--- config.mk ---
export PLATFORM = sky130hd
export DESIGN_NAME = adc_output_power_control
export DESIGN_NICKNAME = d
export VERILOG_FILES = /design/src/rtl/adc_ctrl_pkg.sv /design/src/rtl/adc_output_power_control.sv
export SDC_FILE = /design/constraint.sdc
export NUM_CORES = 1
export LEC_CHECK = 0
export ABC_AREA = 1
export BUFFER_PORTS_ARGS = -buffer_cell sky130_fd_sc_hd__buf_4
export CAP_MARGIN = 5
export CORE_MARGIN = 5
export CORE_UTILIZATION = 35
export DETAILED_ROUTE_END_ITERATION = 16
export SLEW_MARGIN = 25
export SYNTH_ARGS = -nofsm -noshare
export SYNTH_HDL_FRONTEND = slang
export SYNTH_HIERARCHICAL = 1
export SYNTH_SLANG_ARGS = --single-unit
--- constraint.sdc ---
create_clock -name ref_clk -period 2.47 [get_ports ref_clk]
set_input_delay 0.494 -clock ref_clk [delete_from_list [all_inputs] [get_ports ref_clk]]
set_output_delay 0.494 -clock ref_clk [all_outputs]
set_load 0.01 [all_outputs]
--- src/rtl/adc_ctrl_pkg.sv ---
// Constants for the converter output and power control block
package adc_ctrl_pkg;
  localparam int SAMPLE_WIDTH = 14;
  localparam int PIPE_LATENCY = 5;
  localparam int FIFO_DEPTH = 4;
  localparam int FIFO_WIDTH = SAMPLE_WIDTH + 1;
  localparam int SAMPLE_MSB = SAMPLE_WIDTH - 1;
  localparam logic [SAMPLE_WIDTH-1:0] MID_SCALE = 14'h2000;
  localparam logic [SAMPLE_WIDTH-1:0] FULL_POS = 14'h3fff;
  localparam logic [SAMPLE_WIDTH-1:0] FULL_NEG = 14'h0000;
  localparam logic [1:0] FORMAT_LEVEL_GND = 2'h0;
  localparam logic [1:0] FORMAT_LEVEL_THIRD = 2'h1;
  localparam logic [1:0] FORMAT_LEVEL_TWO_THIRDS = 2'h2;
  localparam logic [1:0] FORMAT_LEVEL_SUPPLY = 2'h3;
  localparam real CLK_PERIOD_NS = 25.0;

  typedef enum logic [1:0] {
    PWR_NORMAL_DRIVEN = 2'b00,
    PWR_NORMAL_HIZ = 2'b01,
    PWR_SLEEP = 2'b11,
    PWR_NAP = 2'b10
  } power_state_t;
endpackage : adc_ctrl_pkg

--- src/rtl/adc_output_power_control.sv ---
// Sample pipeline, output format, overflow flag and power state control
// Notes on behaviour
// - New sample taken on rising clock edge
// - Select low, enable low: convert, drive outputs
// - Select low, enable high: convert, outputs hi-Z
// - Select high, enable low: nap, outputs hi-Z
// - Select high, enable high: sleep, outputs hi-Z
// - Result appears five clocks after its sample
// - Fourteen-bit word, top line is MSB
// - Overflow flag high beyond either full scale
// - Format pin picks coding and stabilizer
`timescale 1ns/1ps

module sample_fifo #(
  parameter int WIDTH = 15,
  parameter int DEPTH = 4
) (
  // Clock and reset
  input wire logic ref_clk,
  input wire logic reset,
  // Write side
  input wire logic inValid,
  output logic inReady,
  input wire logic [WIDTH-1:0] inData,
  // Read side
  output logic outValid,
  input wire logic outReady,
  output logic [WIDTH-1:0] outData
);
  localparam int AW = (DEPTH > 1) ? $clog2(DEPTH) : 1;

  if (DEPTH < 2 || (DEPTH & (DEPTH - 1)) != 0 || WIDTH < 1) begin : g_bad_params
    $error("sample_fifo: depth must be a power of two of at least 2");
  end

  logic [WIDTH-1:0] mem_ff [DEPTH];
  // One spare pointer bit tells full from empty
  logic [AW:0] wrPtr_ff;
  logic [AW:0] rdPtr_ff;
  logic doWrite;
  logic doRead;

  assign inReady = (wrPtr_ff - rdPtr_ff) != (AW+1)'(DEPTH);
  assign outValid = wrPtr_ff != rdPtr_ff;
  assign doWrite = inValid && inReady;
  assign doRead = outValid && outReady;
  assign outData = mem_ff[rdPtr_ff[AW-1:0]];

  always_ff @(posedge ref_clk) begin
    if (doWrite) begin
      mem_ff[wrPtr_ff[AW-1:0]] <= inData;
    end
  end

  always_ff @(posedge ref_clk or posedge reset) begin
    if (reset) begin
      wrPtr_ff <= '0;
    end else if (doWrite) begin
      wrPtr_ff <= wrPtr_ff + 1'b1;
    end
  end

  always_ff @(posedge ref_clk or posedge reset) begin
    if (reset) begin
      rdPtr_ff <= '0;
    end else if (doRead) begin
      rdPtr_ff <= rdPtr_ff + 1'b1;
    end
  end
endmodule : sample_fifo

module adc_output_power_control #(
  parameter int LATENCY = adc_ctrl_pkg::PIPE_LATENCY,
  parameter int DEPTH = adc_ctrl_pkg::FIFO_DEPTH
) (
  // Clock and reset
  input wire logic ref_clk,
  input wire logic reset,
  // Quantized input: raw offset-binary code plus over/under range
  input wire logic [adc_ctrl_pkg::SAMPLE_WIDTH-1:0] analogCode,
  input wire logic analogOver,
  input wire logic analogUnder,
  // Static control pins
  input wire logic powerDownSelect,
  input wire logic outputEnableN,
  input wire logic [1:0] formatLevel,
  // Output pins, enable low while driving
  output logic [adc_ctrl_pkg::SAMPLE_WIDTH-1:0] sampleWordOut,
  output logic [adc_ctrl_pkg::SAMPLE_WIDTH-1:0] sampleWordOutEnN,
  output logic rangeOverflowFlag,
  output logic rangeOverflowFlagEnN,
  // Status
  output adc_ctrl_pkg::power_state_t powerState,
  output logic dutyStabilizerOn,
  output logic wordValid,
  output logic fifoOverrun
);
  import adc_ctrl_pkg::*;

  // Refuse shapes the pipeline and buffer cannot serve
  if (LATENCY < 3) begin : g_bad_latency
    $error("adc_output_power_control: latency must be at least 3");
  end
  if (DEPTH < 2 || (DEPTH & (DEPTH - 1)) != 0) begin : g_bad_depth
    $error("adc_output_power_control: depth must be a power of two of at least 2");
  end

  logic converting;
  logic driveEnable;
  logic twosComp;
  logic [SAMPLE_WIDTH-1:0] codedWord;
  logic [LATENCY-2:0] validPipe_ff;
  logic [SAMPLE_WIDTH:0] dataPipe_ff [LATENCY-1];
  logic fifoInReady;
  logic fifoOutValid;
  logic [FIFO_WIDTH-1:0] fifoOutData;
  logic outTake;

  // Power state decode from the two static pins
  always_comb begin
    unique case ({powerDownSelect, outputEnableN})
      2'b00: powerState = PWR_NORMAL_DRIVEN;
      2'b01: powerState = PWR_NORMAL_HIZ;
      2'b10: powerState = PWR_NAP;
      2'b11: powerState = PWR_SLEEP;
    endcase
  end

  assign converting = !powerDownSelect;
  assign driveEnable = powerState == PWR_NORMAL_DRIVEN;

  // Middle levels run the stabilizer, upper two levels give two's complement
  assign twosComp = formatLevel[1];
  assign dutyStabilizerOn = (formatLevel == FORMAT_LEVEL_THIRD) ||
                            (formatLevel == FORMAT_LEVEL_TWO_THIRDS);

  // Saturate out-of-range inputs, then apply the chosen coding
  always_comb begin
    codedWord = analogCode;
    if (analogOver) begin
      codedWord = FULL_POS;
    end else if (analogUnder) begin
      codedWord = FULL_NEG;
    end
    if (twosComp) begin
      codedWord = codedWord ^ MID_SCALE;
    end
  end

  // Sample stage plus LATENCY-2 stages; the buffer and then the output register follow
  always_ff @(posedge ref_clk or posedge reset) begin
    if (reset) begin
      validPipe_ff <= '0;
    end else begin
      validPipe_ff <= {validPipe_ff[LATENCY-3:0], converting};
    end
  end

  always_ff @(posedge ref_clk) begin
    if (converting) begin
      dataPipe_ff[0] <= {analogOver || analogUnder, codedWord};
    end
  end

  genvar s;
  generate
    for (s = 1; s < LATENCY - 1; s++) begin : g_stage
      always_ff @(posedge ref_clk) begin
        dataPipe_ff[s] <= dataPipe_ff[s-1];
      end
    end
  endgenerate

  // Buffer drained every cycle: a word reaching a stopped output is
  // dropped, so every shown word keeps its fixed latency
  sample_fifo #(
    .WIDTH(FIFO_WIDTH),
    .DEPTH(DEPTH)
  ) u_fifo (
    .ref_clk(ref_clk),
    .reset(reset),
    .inValid(validPipe_ff[LATENCY-2]),
    .inReady(fifoInReady),
    .inData(dataPipe_ff[LATENCY-2]),
    .outValid(fifoOutValid),
    .outReady(1'b1),
    .outData(fifoOutData)
  );

  assign fifoOverrun = validPipe_ff[LATENCY-2] && !fifoInReady;

  // Output stage takes a buffered word only while converting
  assign outTake = fifoOutValid && converting;

  always_ff @(posedge ref_clk or posedge reset) begin
    if (reset) begin
      sampleWordOut <= '0;
    end else if (outTake) begin
      sampleWordOut <= fifoOutData[SAMPLE_MSB:0];
    end
  end

  always_ff @(posedge ref_clk or posedge reset) begin
    if (reset) begin
      rangeOverflowFlag <= 1'b0;
    end else if (outTake) begin
      rangeOverflowFlag <= fifoOutData[SAMPLE_WIDTH];
    end
  end

  always_ff @(posedge ref_clk or posedge reset) begin
    if (reset) begin
      wordValid <= 1'b0;
    end else begin
      wordValid <= outTake;
    end
  end

  // Enables follow the pins with no delay
  assign sampleWordOutEnN = {SAMPLE_WIDTH{!driveEnable}};
  assign rangeOverflowFlagEnN = !driveEnable;
endmodule : adc_output_power_control

# Word-level counts from Yosys, hierarchy flattened
# Memory sizes are Yosys's and may differ from the RTL's. A register that Yosys moved wholly into a read port is not among the register bits.
# Cells that the tools add are included.
# Widths: inputs -> output; s select.
# word_totals
out_inout_bits	35
wordCells	34
reg_bits	11
n_memories	2
mem_bits_rw	120
# classes
reduce_logical	10
eq_ne	7
n_bitwise	1
n_mux	7
addsub	3
# memory_table
memory	depth	width	read_ports	rd_ports_with_merged_regs	wr	line_no	text
dataPipe_ff	4	15	4	0	4	adc_output_power_control.sv:113	logic [SAMPLE_WIDTH:0] dataPipe_ff [LATENCY-1];
u_fifo.mem_ff	4	15	1	1	1	adc_output_power_control.sv:36	logic [WIDTH-1:0] mem_ff [DEPTH];
# op_table
op	n
$mux 14	3
$pmux 2 s4	1
$add 3x1->3 const B	2
$eq 2x2->1 const B	3
$eq 2x1->1 const B	2
$logic_not 2->1	2
$logic_and 1x1->1	3
$logic_not 1->1	3
$mux 1	3
$ne 3x3->1	1
$ne 3x3->1 const B	1
$sub 3x3->3	1
$logic_or 1x1->1	2
$not 1->1	1

# Logic depth before layout (Yosys ltp)
# depth
depth_word	5
mapped_depth	11
depth_no_buf	10

# Hierarchy
# The synthesis kept the hierarchy.
# modules_own_cells
module	cells_each	n_inst	area_each_um2	seq_area_each_um2
sample_fifo	209	1	2680.1	1951.9
adc_output_power_control	189	1	2346.0	1851.8

# Worst setup path before layout
# No wires, ideal clock.
# synth_timing
kind	flip-flop to flip-flop
startpoint	reg u_fifo.rdPtr_ff[1]
endpoint	mem u_fifo.mem_ff[0][0], enable pin
setup_time_ps	387
stages_incl_launch_ff	9
n_path_buf	1
slack_ps	50
t_arrival_ps	2033
synth_period_minus_slack_ps	2420
path_cell_list	dfrtp_1 > inv_1 > buf_2 > ha_1 > a21oi_1 > nand2_1 > nand3_4 > nand2_4 > nor2_1
# synth_between
elab_chain_len	5
# synth_lines
item	line_no	text
start: declaration	adc_output_power_control.sv:39	logic [AW:0] rdPtr_ff;
start signal: assignment	adc_output_power_control.sv:67	rdPtr_ff <= rdPtr_ff + 1'b1;
$sub 3x3->3	adc_output_power_control.sv:43	assign inReady = (wrPtr_ff - rdPtr_ff) != (AW+1)'(DEPTH);
$ne 3x3->1	adc_output_power_control.sv:43	
net fifoInReady	adc_output_power_control.sv:114	logic fifoInReady;
$logic_and 1x1->1	adc_output_power_control.sv:45	assign doWrite = inValid && inReady;
$mux 1	adc_output_power_control.sv:50	if (doWrite) begin
$mux 1 (implied by the code)	adc_output_power_control.sv:51	mem_ff[wrPtr_ff[AW-1:0]] <= inData;
end: declaration	adc_output_power_control.sv:36	
# The timed path passes the listed nets, and every way through them passes these cells.

# Worst setup path after layout
# layout_timing
startpoint	reg u_fifo.wrPtr_ff[1]
endpoint	out fifoOverrun
# layout_between
elab_chain_len	4
# layout_lines
item	line_no	text
start: declaration	adc_output_power_control.sv:38	logic [AW:0] wrPtr_ff;
start signal: assignment	adc_output_power_control.sv:59	wrPtr_ff <= wrPtr_ff + 1'b1;
$sub 3x3->3	adc_output_power_control.sv:43	
$ne 3x3->1	adc_output_power_control.sv:43	
net fifoInReady	adc_output_power_control.sv:114	
$logic_not 1->1	adc_output_power_control.sv:190	assign fifoOverrun = validPipe_ff[LATENCY-2] && !fifoInReady;
$logic_and 1x1->1	adc_output_power_control.sv:190	
end: declaration	adc_output_power_control.sv:96	output logic fifoOverrun
# The timed path passes the listed nets, and every way through them passes these cells.

==> impl_metrics.ini <==
[power]
leakagePower_nw = 2.59
power_density_nw_per_um2 = 1250
ir_worst_vdd_mv = 0.616
power_mw = 7.66

[logic_synthesis]
ys_seq_area_share_pct = 75.7
synth.distinct_cells = 25
syn_inst = 398
synthTopCellsByArea = edfxtp_1 45%, dfxtp_1 18%, dfrtp_1 13%
synth_area_per_cell_um2 = 12.6
synth_top_area_share_pct = 44.8
syn_area_um2 = 5030
synth_top_cell_by_area = edfxtp_1
ys_ff_latch = 146
syn_nets = 427
ys_warn_count = 6

[die]
die_area_um2 = 16900
die_x_um = 130
core_um2 = 14000
start_util_pct = 35.9
ioPinCount = 57
fp.dieH_um = 130
rows = 43

[sta]
fin_setup_tns_ns = 0
slew_violations = 0
rsz0062_at_grt = no
period_needed_ns = 2.27
tightest_slew_ns = 0.795
hold_violations = 0
holdWs_ns = 0.0196
min_period_over_period_pct = 92.1
slew_headroom_pct = 46.9
setup_violations = 0
max_freq_mhz = 440
clock_skew_ns = 0.00534

[clock_network]
postCtsHoldBufs = 0
cts_tree = built
clk_latency_ns = 0.41
cts-root-buf = clkbuf_16
cts-resized-gates = 0
clk_pin_slew_ns = 0.06
clk_path_buf_depth = 2
htree_num_levels = 4
cts_setup_buffers = 0
cts_buffers = 17
clock-sinks = 146

[placed_design]
dp.final_hpwl_um = 5540
place.gp.congestion = 0.795
port-buffer-count = 56

[drt]
final_antenna_net_count = 0
routed_wl_um = 8440
first_iter_violations = 218
vias = 2833
viasPerCell = 4.39
firstDrtPassIters = 6
drt_drc_violations_left = 0
avgRoutedWirePerCell_um = 13.1

[grt]
grt_pass1_vias = 2812
grt_util_met1_pct = 13.9
grt_util_met3_pct = 3.68
met2_usage_pct = 16.2
grt_antenna_before_repair = 0
grt.total_usage_pct = 10.7
grt.overflow.total = 0
grt_max_degree = 33
top_usage_layer = met2
grt_pass1_wl_um = 13700

[finish]
drive_above_1_share_pct = 23.4
final_nets = 482
diodes = 0
area_growth_pct = 22.1

[critical_path]
slowest_stage = dfrtp_1
r2r-end = u_fifo/mem_ff[1][12]$_DFFE_PP_
startpoint_type = flip-flop
worstSetupPathType = flip-flop to output port
max_stage_delay_ns = 0.43
cp_common_cell = nand2_1
path_cells = ha_1, nand2_1, nand2_1, nand2_2, nand3_4, nor2_1, buf_4
critPathRequiredTime_ns = 1.98
path_buf_inv = 1
r2r_slack_ns = 0.54
cp_top_family = simple AND/OR/NAND/NOR gates
arrival_ns = 1.78
end_kind = output port
r2r_start = u_fifo/wrPtr_ff[1]$_DFFE_PP0P_
path_max_fanout = 6
reg2reg_depth = 7

[status]
status = completed

[worst_hold_path]
hp-class = input port to asynchronous set/reset pin

[job]
cap_violations = 0
[worst max path at each step]
stage / startpoint / to / slack, ns / depth (start not counted)
finish: u_fifo/wrPtr_ff[1]$_DFFE_PP0P_ / fifoOverrun / 0.20 / 7
global route: u_fifo/wrPtr_ff[0]$_DFFE_PP0P_ / fifoOverrun / 0.07 / 7
CTS: u_fifo/wrPtr_ff[1]$_DFFE_PP0P_ / fifoOverrun / 0.19 / 7
detailed placement: u_fifo/wrPtr_ff[1]$_DFFE_PP0P_ / u_fifo/mem_ff[0][4]$_DFFE_PP_ / 0.58 / 7
global placement: u_fifo/wrPtr_ff[1]$_DFFE_PP0P_ / u_fifo/mem_ff[2][2]$_DFFE_PP_ / 0.62 / 7
floorplan: u_fifo/rdPtr_ff[1]$_DFFE_PP0P_ / u_fifo/mem_ff[0][0]$_DFFE_PP_ / 0.05 / 8
[area by class of cell]
type,count,area [um^2]
Clock buffer,22,487
Clock inverter,10,97.6
Fill cell,1290,7850
Inverter,23,88.8
Multi-Input combinational cell,201,956
Sequential cell,146,3800
Tap cell,180,225
Timing Repair Buffer,64,480
[cell families after synthesis]
kind of cell	synth area share, %
buffers and inverters	5.30
AO/OA/AOI/OAI	5.05
adder cells (fa/ha/maj)	1.74
flip-flops	75.7
XOR/XNOR	0.349
other	0.0746
AND/OR/NAND/NOR	11.8
[routing by layer]
metal  vias to the layer above  wire, um
li1                       1419         -
met1                      1310      3980
met2                        94      3780
met3                        10       598
met4                         0        82
met5                         -         0
[power breakdown]
group          switching, mW  total [mW]  internal, mW
Combinational           1.20        1.90         0.696
Sequential             0.202        3.31          3.11
Clock                  0.943        2.46          1.51
Total                   2.35        7.66          5.32
[Yosys cell counts]
master    number
dfxtp_1       45
inv_4          1
nand3_1        5
o21ai_1        7
buf_6          1
ha_1           7
conb_1         1
inv_2          5
nand2_2        6
buf_2          6
xor2_1         2
edfxtp_1      75
nor2_1        34
inv_1         17
buf_4         15
nand2_4        2
o22ai_1       15
nand3_4        1
a21oi_1        1
clkbuf_2       1
clkbuf_1       5
nand2_1       95
o21ai_0       24
or2_2          1
dfrtp_1       26
[registers in the layout, summed over array words and instances, names as in the netlist]
name               flops
u_fifo/rdPtr_ff        3
rangeOverflowFlag      1
wordValid              1
validPipe_ff           4
dataPipe_ff           60
u_fifo/wrPtr_ff        3
sampleWordOut         14
u_fifo/mem_ff         60
[per-stage QoR]
step / area [um^2] / utilization, % / worst slack (ns) / cells
after floorplan: 5030 / - / 0.0502 / 398
after global placement: 5550 / 39.7 / 0.624 / 614
after detailed placement: 5550 / 39.7 / 0.583 / 614
after CTS: 6140 / 43.9 / 0.186 / 646
after global routing: 6140 / 43.9 / 0.0694 / 646
final: 6140 / 43.9 / 0.195 / 646
[cells in the final DEF, fill, tap and decap left out, drive strengths merged]
master | Yosys | routed
a21oi | 1 | 1
bufinv | 0 | 1
nand3 | 6 | 6
nor2 | 34 | 34
dfrtp | 26 | 26
inv | 23 | 26
clkbuf | 6 | 22
clkinvlp | 0 | 1
conb | 1 | 1
buf | 22 | 64
ha | 7 | 7
or2 | 1 | 1
clkinv | 0 | 5
o21ai | 31 | 31
nand2 | 103 | 103
xor2 | 2 | 2
edfxtp | 75 | 75
o22ai | 15 | 15
dfxtp | 45 | 45
Power figures use the tool's default switching activity.
